[src/rtl/acwr_regs.svh]
// register indices, field positions, reset values and limits of the converter back end
`ifndef ACWR_REGS_SVH
`define ACWR_REGS_SVH

`define ACWR_IDX_WINMODE 6'h04
`define ACWR_IDX_COMMAND 6'h08
`define ACWR_IDX_EVENT_TRIGGER_CONTROL 6'h09
`define ACWR_IDX_INTEN 6'h0a
`define ACWR_IDX_INTPEND 6'h0b
`define ACWR_IDX_DEBUG_HALT_CONTROL 6'h0c
`define ACWR_IDX_STAGE 6'h0d
`define ACWR_IDX_RES_LO 6'h10
`define ACWR_IDX_RES_HI 6'h11
`define ACWR_IDX_LOLIM_LO 6'h12
`define ACWR_IDX_LOLIM_HI 6'h13
`define ACWR_IDX_HILIM_LO 6'h14
`define ACWR_IDX_HILIM_HI 6'h15
`define ACWR_IDX_TRIM 6'h16

`define ACWR_BIT_START 0
`define ACWR_BIT_EVSTART 0
`define ACWR_BIT_RDY 0
`define ACWR_BIT_WIN 1
`define ACWR_BIT_RUN_IN_DEBUG_HALT 0
`define ACWR_BIT_DUTY 0

`define ACWR_RST_BYTE 8'h00
`define ACWR_RST_WORD 16'h0000
`define ACWR_RST_TRIM 3'h1

`define ACWR_CODE_MAX 10'h3ff
`define ACWR_CODE_MIN 10'h000
`define ACWR_ACC_MAX 16'hffc0

`endif

[src/rtl/acwr_pkg.sv]
// types shared by the converter register back end
package acwr_pkg;
  typedef enum logic [2:0] {
    ACWR_WIN_NONE = 3'h0,
    ACWR_WIN_BELOW = 3'h1,
    ACWR_WIN_ABOVE = 3'h2,
    ACWR_WIN_INSIDE = 3'h3,
    ACWR_WIN_OUTSIDE = 3'h4
  } acwr_win_mode_t;
  typedef logic [7:0] acwr_byte_t;
  typedef logic [15:0] acwr_word_t;
endpackage

[src/rtl/acwr_top.sv]
// converter register back end: apb slave, flags, window compare, accumulation, staging byte
// Notes on behaviour
// - with event start enabled, an incoming event starts a conversion like software
// - window interrupt enable lets the window flag raise the interrupt
// - result ready enable lets the ready flag raise the interrupt
// - at conversion end, window flag sets only if result meets selected mode
// - window flag clears on write one or result read; zero does nothing
// - ready flag sets whenever a finished value lands in the result register
// - ready flag clears on write one or result read; zero is ignored
// - debug run clear: converter halts and ignores events during debug break
// - debug run set: converter keeps running during debug break
// - one shared staging byte serves all 16-bit registers, software readable/writable
// - 16-bit registers: low byte at base, high byte at base plus one
// - single sample saturates to 0x3FF above reference, 0x000 below ground
// - accumulated result never exceeds 0xFFC0, even after 64 samples
// - raw sample is 10-bit unsigned code in result bits nine to zero
// - while accumulating, window compare uses the final sum only
// - two writable 16-bit thresholds hold lower and upper window limits
// - duty bit: zero gives 50 percent, one (reset) gives 25 percent high
// - window mode: 0 none, 1 below, 2 above, 3 inside, 4 outside
// - start bit launches a conversion, reads one while busy, clears at end
//
// Added by the designer: the APB interface to the registers.
`include "acwr_regs.svh"
`timescale 1ns/100ps
`default_nettype none

module acwr_top (
  input wire logic pclk,
  input wire logic presetn,
  input wire logic psel,
  input wire logic penable,
  input wire logic pwrite,
  input wire logic [7:0] paddr,
  input wire logic [31:0] pwdata,
  input wire logic [3:0] pstrb,
  output logic [31:0] prdata,
  output logic pready,
  output logic pslverr,
  input wire logic event_in,
  input wire logic debug_break,
  input wire logic sample_valid,
  input wire logic sample_last,
  input wire logic [9:0] sample_code,
  input wire logic sample_over,
  input wire logic sample_under,
  output logic conv_start,
  output logic conv_halt,
  output logic [2:0] window_mode_select,
  output logic clock_duty_select,
  output logic irq
);
  import acwr_pkg::*;

  // ***************************
  // state
  // ***************************
  logic event_start_enable_ff, nxt_event_start_enable;
  logic [1:0] inten_ff, nxt_inten;
  logic [1:0] pend_ff, nxt_pend;
  logic run_in_debug_halt_ff, nxt_run_in_debug_halt;
  acwr_byte_t stage_ff, nxt_stage;
  acwr_word_t result_ff, nxt_result;
  acwr_word_t lower_limit_ff, nxt_lower_limit;
  acwr_word_t upper_limit_ff, nxt_upper_limit;
  logic [2:0] trim_ff, nxt_trim;
  logic [2:0] mode_ff, nxt_mode;
  logic busy_ff, nxt_busy;
  acwr_word_t acc_ff, nxt_acc;
  logic start_ff, nxt_start;
  logic halt_ff, nxt_halt;
  logic irq_ff, nxt_irq;
  logic pready_ff, nxt_pready;
  logic pslverr_ff, nxt_pslverr;
  logic [31:0] prdata_ff, nxt_prdata;

  // ***************************
  // combinational helpers
  // ***************************
  logic [5:0] idx;
  logic mapped;
  logic wr_go, rd_go, lane0;
  logic halted, ev_start, sw_start;
  logic [9:0] code_sat;
  logic [16:0] sum_wide;
  acwr_word_t sum_fin;
  logic win_hit;
  logic rd_result;
  acwr_byte_t rd_byte;

  always_comb begin
    idx = paddr[7:2];
    lane0 = pstrb[0];
    wr_go = psel & penable & pready_ff & pwrite;
    rd_go = psel & penable & pready_ff & ~pwrite;
    unique case (idx)
      `ACWR_IDX_WINMODE,
      `ACWR_IDX_COMMAND, `ACWR_IDX_EVENT_TRIGGER_CONTROL, `ACWR_IDX_INTEN, `ACWR_IDX_INTPEND,
      `ACWR_IDX_DEBUG_HALT_CONTROL, `ACWR_IDX_STAGE, `ACWR_IDX_RES_LO, `ACWR_IDX_RES_HI,
      `ACWR_IDX_LOLIM_LO, `ACWR_IDX_LOLIM_HI, `ACWR_IDX_HILIM_LO, `ACWR_IDX_HILIM_HI,
      `ACWR_IDX_TRIM: mapped = (paddr[1:0] == 2'h0);
      default: mapped = 1'b0;
    endcase
    halted = debug_break & ~run_in_debug_halt_ff;
    ev_start = event_in & event_start_enable_ff & ~halted;
    sw_start = wr_go & mapped & lane0 & (idx == `ACWR_IDX_COMMAND) &
               pwdata[`ACWR_BIT_START];
    // clip the raw code at the rails before summing
    if (sample_over) begin
      code_sat = `ACWR_CODE_MAX;
    end else if (sample_under) begin
      code_sat = `ACWR_CODE_MIN;
    end else begin
      code_sat = sample_code;
    end
    sum_wide = {1'b0, acc_ff} + {7'h00, code_sat};
    // at most 64 samples of 0x3ff stay within the cap; the cap keeps the word honest
    if (sum_wide > {1'b0, `ACWR_ACC_MAX}) begin
      sum_fin = `ACWR_ACC_MAX;
    end else begin
      sum_fin = sum_wide[15:0];
    end
    unique case (mode_ff)
      ACWR_WIN_BELOW: win_hit = sum_fin < lower_limit_ff;
      ACWR_WIN_ABOVE: win_hit = sum_fin > upper_limit_ff;
      ACWR_WIN_INSIDE: win_hit = (sum_fin > lower_limit_ff) && (sum_fin < upper_limit_ff);
      ACWR_WIN_OUTSIDE: win_hit = (sum_fin < lower_limit_ff) || (sum_fin > upper_limit_ff);
      default: win_hit = 1'b0;
    endcase
    rd_result = rd_go & mapped & (idx == `ACWR_IDX_RES_LO);
    unique case (idx)
      `ACWR_IDX_WINMODE: rd_byte = {5'h00, mode_ff};
      `ACWR_IDX_COMMAND: rd_byte = {7'h00, busy_ff};
      `ACWR_IDX_EVENT_TRIGGER_CONTROL: rd_byte = {7'h00, event_start_enable_ff};
      `ACWR_IDX_INTEN: rd_byte = {6'h00, inten_ff};
      `ACWR_IDX_INTPEND: rd_byte = {6'h00, pend_ff};
      `ACWR_IDX_DEBUG_HALT_CONTROL: rd_byte = {7'h00, run_in_debug_halt_ff};
      `ACWR_IDX_STAGE: rd_byte = stage_ff;
      `ACWR_IDX_RES_LO: rd_byte = result_ff[7:0];
      `ACWR_IDX_LOLIM_LO: rd_byte = lower_limit_ff[7:0];
      `ACWR_IDX_HILIM_LO: rd_byte = upper_limit_ff[7:0];
      `ACWR_IDX_RES_HI, `ACWR_IDX_LOLIM_HI, `ACWR_IDX_HILIM_HI: rd_byte = stage_ff;
      `ACWR_IDX_TRIM: rd_byte = {5'h00, trim_ff};
      default: rd_byte = 8'h00;
    endcase
  end

  // ***************************
  // next state
  // ***************************
  always_comb begin
    nxt_event_start_enable = event_start_enable_ff;
    nxt_inten = inten_ff;
    nxt_pend = pend_ff;
    nxt_run_in_debug_halt = run_in_debug_halt_ff;
    nxt_stage = stage_ff;
    nxt_result = result_ff;
    nxt_lower_limit = lower_limit_ff;
    nxt_upper_limit = upper_limit_ff;
    nxt_trim = trim_ff;
    nxt_mode = mode_ff;
    nxt_busy = busy_ff;
    nxt_acc = acc_ff;
    nxt_start = 1'b0;
    nxt_halt = halted;
    nxt_irq = |(pend_ff & inten_ff);
    nxt_pready = psel & penable & ~pready_ff;
    nxt_pslverr = psel & penable & ~pready_ff & ~mapped;
    nxt_prdata = prdata_ff;
    if (psel & penable & ~pready_ff) begin
      nxt_prdata = (mapped & ~pwrite) ? {24'h00_0000, rd_byte} : 32'h0000_0000;
    end
    // bus writes
    if (wr_go & mapped & lane0) begin
      unique case (idx)
        `ACWR_IDX_WINMODE: nxt_mode = pwdata[2:0];
        `ACWR_IDX_EVENT_TRIGGER_CONTROL: nxt_event_start_enable = pwdata[`ACWR_BIT_EVSTART];
        `ACWR_IDX_INTEN: nxt_inten = pwdata[1:0];
        `ACWR_IDX_INTPEND: nxt_pend = pend_ff & ~pwdata[1:0];
        `ACWR_IDX_DEBUG_HALT_CONTROL: nxt_run_in_debug_halt = pwdata[`ACWR_BIT_RUN_IN_DEBUG_HALT];
        `ACWR_IDX_STAGE, `ACWR_IDX_LOLIM_LO, `ACWR_IDX_HILIM_LO: nxt_stage = pwdata[7:0];
        `ACWR_IDX_LOLIM_HI: nxt_lower_limit = {pwdata[7:0], stage_ff};
        `ACWR_IDX_HILIM_HI: nxt_upper_limit = {pwdata[7:0], stage_ff};
        `ACWR_IDX_TRIM: nxt_trim = pwdata[2:0];
        default: nxt_trim = trim_ff;
      endcase
    end
    // reads with side effects
    if (rd_go & mapped) begin
      unique case (idx)
        `ACWR_IDX_RES_LO: nxt_stage = result_ff[15:8];
        `ACWR_IDX_LOLIM_LO: nxt_stage = lower_limit_ff[15:8];
        `ACWR_IDX_HILIM_LO: nxt_stage = upper_limit_ff[15:8];
        default: nxt_stage = stage_ff;
      endcase
    end
    if (rd_result) begin
      nxt_pend = 2'b00;
    end
    // starts: one pulse, ignored while a conversion runs
    if ((sw_start | ev_start) & ~busy_ff) begin
      nxt_start = 1'b1;
      nxt_busy = 1'b1;
      nxt_acc = `ACWR_RST_WORD;
      nxt_mode = mode_ff;
    end
    // samples from the sequencer
    if (sample_valid & busy_ff) begin
      nxt_acc = sum_fin;
      if (sample_last) begin
        nxt_result = sum_fin;
        nxt_acc = `ACWR_RST_WORD;
        nxt_busy = 1'b0;
        nxt_pend[`ACWR_BIT_RDY] = 1'b1;
        if (win_hit) begin
          nxt_pend[`ACWR_BIT_WIN] = 1'b1;
        end
      end
    end
  end

  // ***************************
  // registers
  // ***************************
  always_ff @(posedge pclk or negedge presetn) begin
    if (!presetn) begin
      event_start_enable_ff <= 1'b0;
      inten_ff <= 2'b00;
      pend_ff <= 2'b00;
      run_in_debug_halt_ff <= 1'b0;
      stage_ff <= `ACWR_RST_BYTE;
      result_ff <= `ACWR_RST_WORD;
      lower_limit_ff <= `ACWR_RST_WORD;
      upper_limit_ff <= `ACWR_RST_WORD;
      trim_ff <= `ACWR_RST_TRIM;
      mode_ff <= 3'h0;
      busy_ff <= 1'b0;
      acc_ff <= `ACWR_RST_WORD;
      start_ff <= 1'b0;
      halt_ff <= 1'b0;
      irq_ff <= 1'b0;
      pready_ff <= 1'b0;
      pslverr_ff <= 1'b0;
      prdata_ff <= 32'h0000_0000;
    end else begin
      event_start_enable_ff <= nxt_event_start_enable;
      inten_ff <= nxt_inten;
      pend_ff <= nxt_pend;
      run_in_debug_halt_ff <= nxt_run_in_debug_halt;
      stage_ff <= nxt_stage;
      result_ff <= nxt_result;
      lower_limit_ff <= nxt_lower_limit;
      upper_limit_ff <= nxt_upper_limit;
      trim_ff <= nxt_trim;
      mode_ff <= nxt_mode;
      busy_ff <= nxt_busy;
      acc_ff <= nxt_acc;
      start_ff <= nxt_start;
      halt_ff <= nxt_halt;
      irq_ff <= nxt_irq;
      pready_ff <= nxt_pready;
      pslverr_ff <= nxt_pslverr;
      prdata_ff <= nxt_prdata;
    end
  end

  // window mode is kept here and also handed to the sequencer
  assign prdata = prdata_ff;
  assign pready = pready_ff;
  assign pslverr = pslverr_ff;
  assign conv_start = start_ff;
  assign conv_halt = halt_ff;
  assign window_mode_select = mode_ff;
  assign clock_duty_select = trim_ff[`ACWR_BIT_DUTY];
  assign irq = irq_ff;
endmodule

`default_nettype wire

[config.mk]
export PLATFORM = sky130hd
export DESIGN_NAME = acwr_top
export DESIGN_NICKNAME = d
export VERILOG_FILES = /design/src/rtl/acwr_pkg.sv /design/src/rtl/acwr_top.sv
export VERILOG_INCLUDE_DIRS = /design/src /design/src/rtl
export SDC_FILE = /design/constraint.sdc
export NUM_CORES = 1
export LEC_CHECK = 0
export ABC_AREA = 1
export BUFFER_PORTS_ARGS = -buffer_cell sky130_fd_sc_hd__buf_2
export CAP_MARGIN = 5
export CORE_MARGIN = 5
export CORE_UTILIZATION = 52
export DETAILED_ROUTE_END_ITERATION = 7
export PLACE_DENSITY = 0.77
export SLEW_MARGIN = 20
export SYNTH_ARGS = -nofsm -noshare
export SYNTH_HDL_FRONTEND = slang
export SYNTH_SLANG_ARGS = --single-unit
export TNS_END_PERCENT = 50
[constraint.sdc]
create_clock -name pclk -period 3.2 [get_ports pclk]
set_input_delay 0.48 -clock pclk [delete_from_list [all_inputs] [get_ports pclk]]
set_output_delay 0.48 -clock pclk [all_outputs]
set_load 0.03 [all_outputs]
==> results of run 1 <==
## cells in the final DEF, fill, tap and decap left out, drive strengths merged, types with 2 or more instances in the layout
cell / Yosys / layout
nand2: 249 / 249
ha: 37 / 37
o211ai: 6 / 6
nor3: 9 / 9
a21oi: 27 / 27
clkinvlp: 0 / 2
clkinv: 2 / 4
a211oi: 4 / 4
inv: 130 / 132
clkbuf: 13 / 10
nand3: 54 / 54
nor4: 2 / 2
xor2: 2 / 2
nand4: 13 / 13
and3: 2 / 2
buf: 30 / 130
o22ai: 17 / 17
o21ai: 103 / 103
conb: 1 / 24
dfrtp: 97 / 97
nor2: 54 / 54
nor3b: 2 / 2
a221oi: 8 / 8
## per-layer routing
metal	share of wire, %	vias to the layer above	GRT usage, %
met1	43	2878	34.3
met4	3.0	0	9.49
met5	0	-	0
met3	8.5	38	4.29
met2	46	277	38.5
li1	-	3057	-
## logic make-up (layout without fill, tap and decap cells)
kind of cell	count (synthesis)	after routing	share of synthesized area, %
fa+ha+maj	38	38	7.54
compound gates	171	171	15.0
xor+xnor	2	2	0.391
flops	98	98	38.3
simple gates	388	388	26.8
buf+inv	175	278	11.9
other cells	1	24	0.0586
## worst max-delay path, cell delays in order
cell and delay (ns):
sky130_fd_sc_hd__buf_6 0.09, sky130_fd_sc_hd__clkinvlp_4 0.11, sky130_fd_sc_hd__o21ai_2 0.07, sky130_fd_sc_hd__ha_2 0.20, sky130_fd_sc_hd__fa_2 0.47, sky130_fd_sc_hd__or2_4 0.23
sky130_fd_sc_hd__nor2_1 0.10, sky130_fd_sc_hd__nand3_1 0.08, sky130_fd_sc_hd__nor2_2 0.10, sky130_fd_sc_hd__nand2_1 0.06, sky130_fd_sc_hd__nand3_1 0.07, sky130_fd_sc_hd__nor2_2 0.06
sky130_fd_sc_hd__nand3_4 0.10, sky130_fd_sc_hd__nand2_8 0.10, sky130_fd_sc_hd__nor2_4 0.10, sky130_fd_sc_hd__inv_1 0.09, sky130_fd_sc_hd__buf_4 0.15, sky130_fd_sc_hd__ha_4 0.26
sky130_fd_sc_hd__nand2_2 0.07, sky130_fd_sc_hd__nor3_4 0.20, sky130_fd_sc_hd__and3_1 0.19, sky130_fd_sc_hd__nand4_1 0.11, sky130_fd_sc_hd__nand4_1 0.08, sky130_fd_sc_hd__nor2_1 0.05
sky130_fd_sc_hd__nand2_1 0.08, sky130_fd_sc_hd__nand3_1 0.08, sky130_fd_sc_hd__nand2_1 0.07, sky130_fd_sc_hd__nand2_1 0.06
## final timing paths
kind                        startpoint            endpoint  slack [ns]
setup / recovery           sample_over          pend_ff[1]       -0.50
hold reg to reg                 pready              pready        0.49
min in group pclk          debug_break           conv_halt        0.33
setup reg to reg             acc_ff[0]          pend_ff[1]       -0.48
max in group asynchronous      presetn           acc_ff[0]        2.22
hold / removal                 presetn  upper_limit_ff[14]        0.14
## layout make-up
class	count	area share (%)
clock buffer	10	3.02
timing repair buffer	130	11.1
tap	168	2.66
inverter	132	6.41
clock inverter	6	0.712
multi-input combinational	623	45.1
sequential	98	31.0
## registers in the layout, summed over array words and instances (netlist names), 2 cells and up
name,flops
upper_limit_ff,16
pend_ff,2
trim_ff,3
acc_ff,16
lower_limit_ff,16
result_ff,16
window_mode_select,3
stage_ff,8
inten_ff,2
prdata,8
## power by group through the flow
stage               Clock, mW  Sequential (mW)  Combinational [mW]
CTS                      1.08             1.26               0.483
floorplan                   0             1.28               0.288
global placement            0             1.28               0.455
detailed placement          0             1.28               0.463
global route             1.14             1.26               0.564
finish                   1.08             1.26               0.511
## metrics by stage
stage / power [mW] / hold WS, ns
2_1_floorplan: 1.57 / 0.184
3_3_place_gp: 1.73 / 0.464
3_5_place_dp: 1.74 / 0.471
4_1_cts: 2.82 / 0.174
5_1_grt: 2.96 / 0.205
6_report: 2.84 / 0.145
## repair_timing
action,in CTS,in global routing
endpoints found under the setup margin,1,1
pin swaps,19,19
cloned,0,0
setup buffers,1,5
gates resized for setup,20,37
==> impl_summary.log, run 1 <==
INFO  metric placement.cell_area = 0.00732 sq mm
INFO  metric grt_setup_unrepaired = yes
INFO  metric layout_min_cycle_time = 3.70 ns
INFO  metric cts_buffer_depth = 2
INFO  metric initial_core_util = between 50% and 60%
INFO  metric leak_pwr = 4.00 nW
INFO  metric overflow = 0
INFO  metric detailedRoute.firstPassIterationCount = 5
INFO  metric number_of_register_bits_inferred_by_synthesis = 98
INFO  metric clock_power_share = 37.9%
INFO  metric fin_ws = -0.497 ns
INFO  metric ir_drop = 0.000253 V
INFO  metric synth_cell_type_count = 47
INFO  metric final_nets = 1097
INFO  metric grt_start_max_net_pins = 52
INFO  metric place_inst = 1145
INFO  metric first_global_vias = between 5000 and 6000
INFO  metric maxSlewHeadroom = 56.5%
INFO  metric timing_max_transition_violations_final = 0
INFO  metric seq_power_share = 44.2%
INFO  metric critical_path_required = around 3.4 ns
INFO  metric worstMarginPinSlew = 0.653 ns
INFO  metric multi_input_area = 0.00357 sq mm
INFO  metric power.share.combinational = 18.0%
INFO  metric yosys_warnings = 0
INFO  metric yosysSeqAreaShare = 38.3%
INFO  metric holdBufCountCts = 0
INFO  metric final_core_utilization = 65.6%
INFO  metric p_int = roughly 2 mW
INFO  metric antenna_cells = 0
INFO  metric detail_route.wirelength = between 15000 and 20000 microns
INFO  metric worst-path-max-fanout = 6
INFO  metric top_level_ports = 106
INFO  metric post_drt_via_cell_ratio = 5.36
INFO  metric postLayoutCellArea = 0.00791 sq mm
INFO  metric flow.area_growth_from_synthesis = 23.6%
INFO  metric drv_cap = 0
INFO  metric floorplan.core_area = ~0.012 sq mm
INFO  metric synth_ff_type = sky130_fd_sc_hd__dfrtp_1
INFO  metric worst_skew_pair_latency = approximately 0.36 ns
INFO  metric design.die.area = between 0.01 and 0.015 sq mm
INFO  metric number_of_antenna_violations_at_the_first_check_in_global_routing = 0
INFO  metric status = finished with violations
INFO  metric fp-row-count = 40
INFO  metric fillerInstances = around 1000
INFO  metric startpoint_type = primary input
INFO  metric sum_of_net_half_perimeters_after_detailed_placement = roughly 14000 microns
INFO  metric detail_route.drc_violations = 0
INFO  metric yosysTopAreaCell = sky130_fd_sc_hd__dfrtp_1
INFO  metric worst_setup_path_end_kind = register
INFO  metric post-synth-top-count-cell = sky130_fd_sc_hd__nand2_1
INFO  metric track_usage = about a quarter
INFO  metric synthesis.area = roughly 0.0064 sq mm
INFO  metric area.sequential = 0.00245 sq mm
INFO  metric tritoncts = built
INFO  metric dp_worst_setup_slack = -0.997 ns
INFO  metric tns = -0.497 ns
INFO  metric clock_sinks = 98
INFO  metric clkSlewWorstSetupHoldPaths = ~0.070 ns
INFO  metric final_cells = 1167
INFO  metric powerDensity = 359 mW/mm^2
INFO  metric reg2reg_depth = 25
INFO  metric htree_num_levels = 3
INFO  metric grt_pass1_wl = approximately 29000 microns
INFO  metric post_synth.cell_area_avg = 7.33 sq um
INFO  metric min_path_type = primary input to asynchronous set/reset pin
INFO  metric setup_violations = 1
INFO  metric async_flop_share = between 90% and 100%
INFO  metric ctsRootBufferMaster = sky130_fd_sc_hd__clkbuf_16
INFO  metric netlist_top_cells_area = sky130_fd_sc_hd__dfrtp_1, sky130_fd_sc_hd__nand2_1, sky130_fd_sc_hd__inv_1
INFO  metric finalCritPeriodShare = 116%
INFO  metric maxClockFrequency = between 200 and 300 MHz
INFO  metric wl_per_cell = 15.5 microns
INFO  metric synth_enable_flop_cells = 0
INFO  metric layout-drive-gt1-share = 23.5%
INFO  metric die-height = 121 microns
INFO  metric synthesis.instances = 873
INFO  metric portBuffers = 54
INFO  metric detailroute.via_count = between 6000 and 7000
INFO  metric post-synth-top-area-fraction = approximately 38%
INFO  metric die_width = ~120 microns
INFO  metric cp_data_arrival_time = 3.94 ns
INFO  metric postRouteAntennaNets = 0
INFO  metric detailed_route_iter0_violations = just under 600
INFO  metric clock-skew-final = 0.00748 ns
INFO  metric power.switching = 835 uW
INFO  metric tritoncts.num_buffers = 9
INFO  metric power.share.switching = 29.4%
INFO  metric post_synth_most_frequent_cells = sky130_fd_sc_hd__nand2_1, sky130_fd_sc_hd__inv_1, sky130_fd_sc_hd__dfrtp_1, sky130_fd_sc_hd__o21ai_0, sky130_fd_sc_hd__nand3_1
INFO  metric timing.setup.critical_path_class = primary input to register
INFO  metric hold_violation_total_from_the_final_report = 0
INFO  metric violations = negative setup slack
INFO  metric gp_congestion = 0.955
Power figures use the tool's default switching activity.
==> run 2: changes to the inputs <==
- ABC_AREA: 1 -> unset
- PLACE_DENSITY: 0.77 -> 0.78
==> run 2 against run 1 <==
  * Critical endpoint unchanged
  * Die area is 1.9% lower
  * Cell count is 14% lower
  * The run still ends with negative setup slack left
  * Routed wire length is 0.86% higher
  * Hold slack better by 0.063 ns
  * Clock-buffer cell count is 1 lower
  * Flip-flop and latch count stayed put
  * First-iteration DRC count is 15% lower
  * Largest power group unchanged
==> impl_summary.log, run 2 <==
INFO  metric status = finished with violations (unchanged)
INFO  metric violations = negative setup slack (unchanged)
INFO  metric async_flop_share = 100% (unchanged)
INFO  metric drv_cap = 0 (unchanged)
INFO  metric fillerInstances = 936 (was 1034)
INFO  metric yosysTopAreaCell = sky130_fd_sc_hd__dfrtp_1 (unchanged)
INFO  metric yosysSeqAreaShare = 39.1% (was 38.3%)
INFO  metric worstMarginPinSlew = 1.01 ns (was 0.653 ns)
INFO  metric min_path_type = primary input to asynchronous set/reset pin (unchanged)
INFO  metric synth_cell_type_count = 67 (was 47)
INFO  metric detail_route.drc_violations = 0 (unchanged)
INFO  metric die_width = 120 microns (was 121 microns)
INFO  metric maxClockFrequency = 221 MHz (was 270 MHz)
INFO  metric first_global_vias = 5904 (was 5701)
INFO  metric reg2reg_depth = 21 (was 25)
INFO  metric ir_drop = 0.000547 V (was 0.000253 V)
INFO  metric worst_skew_pair_latency = 0.36 ns (about the same)
INFO  metric grt_start_max_net_pins = 64 (was 52)
INFO  metric sum_of_net_half_perimeters_after_detailed_placement = 13800 microns (was 13700 microns)
INFO  metric critical_path.startpoint = sample_under (was sample_over)
INFO  metric setup_violations = 11 (was 1)
INFO  metric flow.area_growth_from_synthesis = 26.6% (was 23.6%)
INFO  metric detailroute.via_count = 5960 (was 6250)
INFO  metric postLayoutCellArea = 0.00794 sq mm (was 0.00791 sq mm)
INFO  metric regToRegStartpoint = acc_ff[0] (unchanged)
INFO  metric post-synth-top-count-cell = sky130_fd_sc_hd__nand2_1 (unchanged)
INFO  metric final_core_utilization = 66.6% (was 65.6%)
INFO  metric synth_enable_flop_cells = 0 (unchanged)
INFO  metric top_level_ports = 106 (unchanged)
INFO  metric layout_common_cells = sky130_fd_sc_hd__buf_4, sky130_fd_sc_hd__nand2_1, sky130_fd_sc_hd__dfrtp_1 (was sky130_fd_sc_hd__nand2_1, sky130_fd_sc_hd__inv_1, sky130_fd_sc_hd__dfrtp_1)
INFO  metric clkSlewWorstSetupHoldPaths = 0.07 ns (about the same)
INFO  metric grt_pass1_wl = 29500 microns (was 28600 microns)
INFO  metric timing.setup.critical_path_class = primary input to register (unchanged)
INFO  metric design_power_total = 2.73 mW (was 2.84 mW)
INFO  metric critical_path.endpoint = pend_ff[1] (unchanged)
INFO  metric gp_congestion = 0.957 (was 0.955)
INFO  metric track_usage = 25.5% (was 24.7%)
INFO  metric layout-drive-gt1-share = 30.0% (was 23.5%)
INFO  metric timing_max_transition_violations_final = 0 (unchanged)
INFO  metric ctsRootBufferMaster = sky130_fd_sc_hd__clkbuf_16 (unchanged)
INFO  metric htree_num_levels = 3 (unchanged)
INFO  metric fp-row-count = 40 (unchanged)
INFO  metric postRouteAntennaNets = 0 (unchanged)
INFO  metric leak_pwr = 4.07 nW (was 4.00 nW)
INFO  metric post-synth-top-area-fraction = 38.7% (was 37.9%)
INFO  metric synth_ff_type = sky130_fd_sc_hd__dfrtp_1 (unchanged)
INFO  metric mostFrequentLayoutCell = sky130_fd_sc_hd__buf_4 (was sky130_fd_sc_hd__nand2_1)
INFO  metric portBuffers = 54 (unchanged)
INFO  metric cp_data_arrival_time = 4.74 ns (was 3.94 ns)
INFO  metric post_drt_via_cell_ratio = 5.92 (was 5.36)
INFO  metric floorplan.core_area = 0.0119 sq mm (was 0.0121 sq mm)
INFO  metric synthesis.instances = 705 (was 873)
INFO  metric synthesis.area = 0.00627 sq mm (was 0.00640 sq mm)
INFO  metric reg2reg_setup_slack = -1.29 ns (was -0.48 ns)
INFO  metric worst-path-max-fanout = 5 (was 6)
INFO  metric die-height = 120 microns (was 121 microns)
INFO  metric tritoncts = built (unchanged)
INFO  metric hold_violation_total_from_the_final_report = 0 (unchanged)
INFO  metric clock-skew-final = 0.00713 ns (was 0.00748 ns)
INFO  metric overflow = 0 (unchanged)
INFO  metric timing.rr.end = pend_ff[1] (unchanged)
INFO  metric netlist_top_cells_area = sky130_fd_sc_hd__dfrtp_1, sky130_fd_sc_hd__ha_1, sky130_fd_sc_hd__nand2_1 (was sky130_fd_sc_hd__dfrtp_1, sky130_fd_sc_hd__nand2_1, sky130_fd_sc_hd__inv_1)
INFO  metric cts_buffer_depth = 2 (unchanged)
INFO  metric tritoncts.num_buffers = 9 (unchanged)
INFO  metric worst_hold_slack = 0.207 ns (was 0.145 ns)
INFO  metric detail_route.wirelength = 18200 microns (was 18000 microns)
INFO  metric grt_setup_unrepaired = yes (unchanged)
INFO  metric antenna_cells = 0 (unchanged)
INFO  metric maxSlewHeadroom = 32.3% (was 56.5%)
INFO  metric wl_per_cell = 18.1 microns (was 15.5 microns)
INFO  metric placement.cell_area = 0.00734 sq mm (was 0.00732 sq mm)
INFO  metric number_of_register_bits_inferred_by_synthesis = 98 (unchanged)
INFO  metric finalCritPeriodShare = 141% (was 116%)
INFO  metric design.die.area = 0.0144 sq mm (was 0.0146 sq mm)
INFO  metric detailed_route_iter0_violations = 505 (was 594)
INFO  metric initial_core_util = 52.6% (was 53.1%)
INFO  metric worst_setup_path_end_kind = register (unchanged)
INFO  metric powerDensity = 344 mW/mm^2 (was 359 mW/mm^2)
INFO  metric fin_ws = -1.32 ns (was -0.497 ns)
INFO  metric detailedRoute.firstPassIterationCount = 6 (was 5)
INFO  metric final_nets = 957 (was 1097)
INFO  metric critical_path_required = 3.43 ns (was 3.44 ns)
INFO  metric layout_min_cycle_time = 4.52 ns (was 3.70 ns)
INFO  metric clock_sinks = 98 (unchanged)
INFO  metric number_of_antenna_violations_at_the_first_check_in_global_routing = 0 (unchanged)
INFO  metric post_synth.cell_area_avg = 8.89 sq um (was 7.33 sq um)
INFO  metric post_synth_most_frequent_cells = sky130_fd_sc_hd__nand2_1, sky130_fd_sc_hd__dfrtp_1, sky130_fd_sc_hd__o21ai_0, sky130_fd_sc_hd__inv_1, sky130_fd_sc_hd__ha_1 (was sky130_fd_sc_hd__nand2_1, sky130_fd_sc_hd__inv_1, sky130_fd_sc_hd__dfrtp_1, sky130_fd_sc_hd__o21ai_0, sky130_fd_sc_hd__nand3_1)
INFO  metric yosys_warnings = 0 (unchanged)
INFO  metric startpoint_type = primary input (unchanged)
[run 2: changes by cell type after synthesis, sizes merged, moves of 10 or more]
cell,before,now
o21ai,103,72
inv,130,41
nand3,54,19
mux2,0,24
nand2,249,111
a22o,0,15
nor2,54,31
o22ai,17,1
a21o,0,27
nor3,9,19
a22oi,1,12
clkbuf,13,24
[run 2: how the worst min path moves through the flow]
stage / slack (ns) / end / from
after detailed placement: 0.48 / conv_halt / run_in_debug_halt_ff
final: 0.21 / pslverr / presetn
after CTS: 0.24 / upper_limit_ff[2] / presetn
after floorplan: 0.18 / acc_ff[0] / presetn
after global routing: 0.28 / pslverr / presetn
after global placement: 0.46 / conv_halt / run_in_debug_halt_ff
[run 2: report_power, final]
part	internal [mW]	switching (mW)
registers	1.24	0.00532
logic	0.135	0.210
clock network	0.620	0.513
[run 2: kinds of logic (layout without fill, tap and decap cells)]
| kind of cell | count (synthesis) | count (layout) | synth area share [%] |
|---|---|---|---|
| xor+xnor | 11 | 11 | 1.54 |
| flops | 98 | 98 | 39.1 |
| simple gates | 238 | 238 | 18.1 |
| other cells | 1 | 24 | 0.0598 |
| buf+inv | 93 | 224 | 7.20 |
| compound gates | 198 | 198 | 21.3 |
| mux | 28 | 28 | 4.95 |
| fa+ha+maj | 38 | 38 | 7.70 |
[run 2: routing by layer]
| layer | GRT usage, % | vias to the layer above | wire length, microns |
|---|---|---|---|
| li1 | - | 2806 | - |
| met1 | 33.0 | 2882 | 7860 |
| met2 | 43.8 | 233 | 8830 |
| met3 | 5.18 | 39 | 1150 |
| met4 | 6.59 | 0 | 353 |
| met5 | 0 | - | 0 |
[run 2: repair_timing]
item / CTS / global route
setup endpoints to repair: 12 / 14
resized for setup: 26 / 13
hold buffers: 0 / 0
pin swaps: 18 / 8
buffers inserted: 9 / 4
endpoints found under the hold margin: 0 / 0
[run 2: area by class of cell]
cell class / instances / area, sq um / share of cell area, %
inverter: 42 / 159 / 2.00
sequential: 98 / 2450 / 30.9
timing repair buffer: 166 / 1130 / 14.2
multi-input combinational: 537 / 3700 / 46.6
clock inverter: 7 / 83.8 / 1.06
tap: 147 / 184 / 2.32
clock buffer: 9 / 225 / 2.84
[run 2: critical path, stage by stage]
cell	delay, ns
sky130_fd_sc_hd__buf_2	0.09
sky130_fd_sc_hd__clkinv_2	0.05
sky130_fd_sc_hd__a21o_1	0.16
sky130_fd_sc_hd__ha_2	0.20
sky130_fd_sc_hd__fa_2	0.37
sky130_fd_sc_hd__a21o_1	0.19
sky130_fd_sc_hd__a221o_1	0.34
sky130_fd_sc_hd__a311o_1	0.34
sky130_fd_sc_hd__nand3_2	0.14
sky130_fd_sc_hd__nor3_4	0.07
sky130_fd_sc_hd__nor2_2	0.14
sky130_fd_sc_hd__inv_2	0.06
sky130_fd_sc_hd__ha_1	0.30
sky130_fd_sc_hd__a21o_1	0.16
sky130_fd_sc_hd__a21o_1	0.15
sky130_fd_sc_hd__a21o_1	0.15
sky130_fd_sc_hd__a21o_1	0.15
sky130_fd_sc_hd__a21oi_1	0.12
sky130_fd_sc_hd__nor2_1	0.06
sky130_fd_sc_hd__a211oi_2	0.22
sky130_fd_sc_hd__nand2_1	0.09
sky130_fd_sc_hd__o32a_1	0.36
sky130_fd_sc_hd__a211oi_2	0.23
sky130_fd_sc_hd__o211ai_1	0.14
[run 2: through the flow]
stage               std cells  worst slack, ns  setup TNS, ns
detailed placement        977            -1.97          -8.70
CTS                      1002            -1.24          -2.22
finish                   1006            -1.32          -2.22
floorplan                 728            -1.62          -2.88
global placement          977            -1.72          -6.93
global route             1006            -1.51          -3.45
==> run 3: changes to the inputs <==
- CORE_ASPECT_RATIO: unset -> 0.7
- CTS_BUF_LIST: unset -> sky130_fd_sc_hd__clkbuf_8 sky130_fd_sc_hd__clkbuf_16
- SLEW_MARGIN: 20 -> 10
==> run 3 against run 2 <==
  * Critical path type unchanged
  * First-iteration DRC count rose by 27%
  * Critical endpoint unchanged
  * Sequential share of layout area down 0.26 points
  * Die area rose by 0.24%
  * Register-to-register slack got worse by 0.15 ns
  * The flow still finishes with violations (negative setup slack)
  * Largest cell class unchanged
  * Maximum frequency fell by 2.9%
==> impl_summary.log, run 3 (same netlist as run 2, synthesis figures left out) <==
INFO  metric status = finished with violations (unchanged)
INFO  metric violations = negative setup slack (unchanged)
INFO  metric detail_route.wirelength = 19400 microns (was 18200 microns)
INFO  metric crit_chain = buf_8, clkinv_4, buf_6, a21o_1, fa_2, a21o_1, a221o_1, a311o_1, nand3_2, nor3_4, nor2_2, inv_1, ha_1, a21o_1, a21o_1, a21o_1, a21o_1, a21oi_2, nor2_1, a211oi_2, nand2_1, o32a_1, a211oi_2, o211ai_1 (was buf_2, clkinv_2, a21o_1, ha_2, fa_2, a21o_1, a221o_1, a311o_1, nand3_2, nor3_4, nor2_2, inv_2, ha_1, a21o_1, a21o_1, a21o_1, a21o_1, a21oi_1, nor2_1, a211oi_2, nand2_1, o32a_1, a211oi_2, o211ai_1)
INFO  metric critical_path.max_stage_delay = 0.38 ns (was 0.37 ns)
INFO  metric dp_worst_setup_slack = -1.98 ns (was -1.97 ns)
INFO  metric htree_num_levels = 3 (unchanged)
INFO  metric worst-path-max-fanout = 6 (was 5)
INFO  metric grt_pass1_wl = 30200 microns (was 29500 microns)
INFO  metric flow.area_growth_from_synthesis = 27.6% (was 26.6%)
INFO  metric detailroute.via_count = 6063 (was 5960)
INFO  metric ctsRootBufferMaster = sky130_fd_sc_hd__clkbuf_16 (unchanged)
INFO  metric die_width = 141 microns (was 120 microns)
INFO  metric timing.critical_path.mode_cell = sky130_fd_sc_hd__a21o_1 (unchanged)
INFO  metric overflow = 0 (unchanged)
INFO  metric tritoncts = built (unchanged)
INFO  metric clock-skew-final = 0.0101 ns (was 0.00713 ns)
INFO  metric initial_core_util = 53.3% (was 52.6%)
INFO  metric gp_congestion = 0.953 (was 0.957)
INFO  metric worstMarginPinSlew = 0.926 ns (was 1.01 ns)
INFO  metric worst_setup_path_end_kind = register (unchanged)
INFO  metric ir_drop = 0.000279 V (was 0.000547 V)
INFO  metric number_of_antenna_violations_at_the_first_check_in_global_routing = 0 (unchanged)
INFO  metric antenna_cells = 0 (unchanged)
INFO  metric clkSlewWorstSetupHoldPaths = 0.07 ns (about the same)
INFO  metric track_usage = 26.5% (was 25.5%)
INFO  metric cpMaxStageDelayCell = sky130_fd_sc_hd__o32a_1 (was sky130_fd_sc_hd__fa_2)
INFO  metric first_global_vias = 5728 (was 5904)
INFO  metric grt_setup_unrepaired = yes (unchanged)
INFO  metric leak_pwr = 4.07 nW (about the same)
INFO  metric hold_violation_total_from_the_final_report = 0 (unchanged)
INFO  metric worst_hold_slack = 0.172 ns (was 0.207 ns)
INFO  metric cp_data_arrival_time = 4.84 ns (was 4.74 ns)
INFO  metric finalCritPeriodShare = 145% (was 141%)
INFO  metric mostFrequentLayoutCell = sky130_fd_sc_hd__nand2_1 (was sky130_fd_sc_hd__buf_4)
INFO  metric die-height = 102 microns (was 120 microns)
INFO  metric startpoint_type = primary input (unchanged)
INFO  metric layout_min_cycle_time = 4.65 ns (was 4.52 ns)
INFO  metric tritoncts.num_buffers = 9 (unchanged)
INFO  metric timing.setup.critical_path_class = primary input to register (unchanged)
INFO  metric maxClockFrequency = 215 MHz (was 221 MHz)
INFO  metric layout_common_cells = sky130_fd_sc_hd__nand2_1, sky130_fd_sc_hd__dfrtp_1, sky130_fd_sc_hd__buf_4 (was sky130_fd_sc_hd__buf_4, sky130_fd_sc_hd__nand2_1, sky130_fd_sc_hd__dfrtp_1)
INFO  metric final_nets = 952 (was 957)
INFO  metric floorplan.core_area = 0.0118 sq mm (was 0.0119 sq mm)
INFO  metric worst_path_dominant_cell_family = compound AO/OA/AOI/OAI gates (unchanged)
INFO  metric wl_per_cell = 19.2 microns (was 18.1 microns)
INFO  metric min_path_type = primary input to asynchronous set/reset pin (unchanged)
INFO  metric detail_route.drc_violations = 0 (unchanged)
INFO  metric postRouteAntennaNets = 0 (unchanged)
INFO  metric maxSlewHeadroom = 38.1% (was 32.3%)
INFO  metric cts_buffer_depth = 2 (unchanged)
INFO  metric critical_path_required = 3.39 ns (was 3.43 ns)
INFO  metric design.die.area = 0.0144 sq mm (about the same)
INFO  metric clock_sinks = 98 (unchanged)
INFO  metric worst_skew_pair_latency = 0.34 ns (was 0.36 ns)
INFO  metric post_drt_via_cell_ratio = 6.01 (was 5.92)
INFO  metric layout-drive-gt1-share = 29.8% (was 30.0%)
INFO  metric drv_cap = 0 (unchanged)
INFO  metric worst-path-buf-inv = 4 (was 3)
INFO  metric powerDensity = 335 mW/mm^2 (was 344 mW/mm^2)
INFO  metric setup_violations = 10 (was 11)
INFO  metric portBuffers = 54 (unchanged)
INFO  metric detailedRoute.firstPassIterationCount = 5 (was 6)
INFO  metric fin_ws = -1.45 ns (was -1.32 ns)
INFO  metric timing_max_transition_violations_final = 0 (unchanged)
INFO  metric detailed_route_iter0_violations = 640 (was 505)
INFO  metric top_level_ports = 106 (unchanged)
INFO  metric fp-row-count = 33 (was 40)
INFO  metric sum_of_net_half_perimeters_after_detailed_placement = 14400 microns (was 13800 microns)
INFO  metric fillerInstances = 900 (was 936)
INFO  metric grt_start_max_net_pins = 99 (was 64)
==> run 3: cell count changes in the layout (fill, tap and decap cells not counted), moves of 5 or more <==
| cell | previous run | this run |
|---|---|---|
| sky130_fd_sc_hd__buf_4 | 111 | 93 |
| sky130_fd_sc_hd__buf_6 | 1 | 13 |
| sky130_fd_sc_hd__o21ai_1 | 7 | 2 |
| sky130_fd_sc_hd__o21ai_2 | 0 | 6 |
==> run 3: worst reg2reg max path: stages (launching register included) <==
cell	delay, ns
sky130_fd_sc_hd__dfrtp_1	0.40
sky130_fd_sc_hd__ha_2	0.21
sky130_fd_sc_hd__fa_2	0.34
sky130_fd_sc_hd__a21o_1	0.22
sky130_fd_sc_hd__a221o_1	0.37
sky130_fd_sc_hd__a311o_1	0.35
sky130_fd_sc_hd__nand3_2	0.12
sky130_fd_sc_hd__nor3_4	0.07
sky130_fd_sc_hd__nor2_2	0.15
sky130_fd_sc_hd__inv_1	0.07
sky130_fd_sc_hd__ha_1	0.31
sky130_fd_sc_hd__a21o_1	0.16
sky130_fd_sc_hd__a21o_1	0.14
sky130_fd_sc_hd__a21o_1	0.15
sky130_fd_sc_hd__a21o_1	0.16
sky130_fd_sc_hd__a21oi_2	0.11
sky130_fd_sc_hd__nor2_1	0.06
sky130_fd_sc_hd__a211oi_2	0.27
sky130_fd_sc_hd__nand2_1	0.12
sky130_fd_sc_hd__o32a_1	0.38
sky130_fd_sc_hd__a211oi_2	0.22
sky130_fd_sc_hd__o211ai_1	0.10
==> run 3: through the flow <==
stage / instance area, sq um / std cells / utilization [%] / TNS (ns) / power (mW)
6_report: 8000 / 1008 / 68.0 / -2.41 / 2.68
5_1_grt: 8000 / 1008 / 68.0 / -3.70 / 2.78
4_1_cts: 7800 / 1002 / 66.3 / -4.05 / 2.67
3_5_place_dp: 7350 / 984 / 62.4 / -8.37 / 1.59
3_3_place_gp: 7350 / 984 / 62.4 / -6.98 / 1.58
2_1_floorplan: 6440 / 728 / - / -2.88 / 1.47
==> run 3: path summary, 6_finish.rpt <==
path,start,end,slack (ns),cells after the start
worst max-delay path,sample_under,pend_ff[1],-1.45,24
worst min-delay path,presetn,run_in_debug_halt_ff,0.17,2
worst max register to register,acc_ff[0],pend_ff[1],-1.44,21
worst min register to register,result_ff[13],result_ff[13],0.49,2
max in group asynchronous,presetn,acc_ff[10],2.59,2
min in group pclk,pwdata[7],lower_limit_ff[15],0.38,3
==> run 3: what timing repair did <==
| item | in CTS | in global routing |
|---|---|---|
| endpoints found under the hold margin | 0 | 0 |
| gates resized for setup | 28 | 34 |
| setup buffers | 5 | 7 |
| gates cloned | 0 | 0 |
| hold buffers | 0 | 0 |
| endpoints found under the setup margin | 12 | 15 |
| pin swaps | 21 | 16 |
==> run 3: where the power goes <==
group	internal, mW	switching [mW]	total, mW
Clock	0.637	0.436	1.07
Sequential	1.25	0.00564	1.25
Combinational	0.139	0.217	0.356
Total	2.02	0.658	2.68
==> run 3: final cells by class <==
type / instances / area [sq um] / area share [%]
flip-flops and latches: 98 / 2450 / 30.7
clock inverters: 2 / 38.8 / 0.485
clock buffers: 11 / 253 / 3.16
inverters: 42 / 163 / 2.03
multi-input cells: 537 / 3720 / 46.5
repair buffers: 161 / 1170 / 14.7
well taps: 157 / 196 / 2.45
==> run 3: metal layers <==
metal | global-route usage [%] | vias to the layer above | routed length (microns)
met5 | 0 | - | 0
met4 | 5.06 | 0 | 295
met3 | 4.68 | 32 | 1620
met2 | 43.0 | 294 | 8960
met1 | 38.0 | 2954 | 8480
li1 | - | 2783 | -
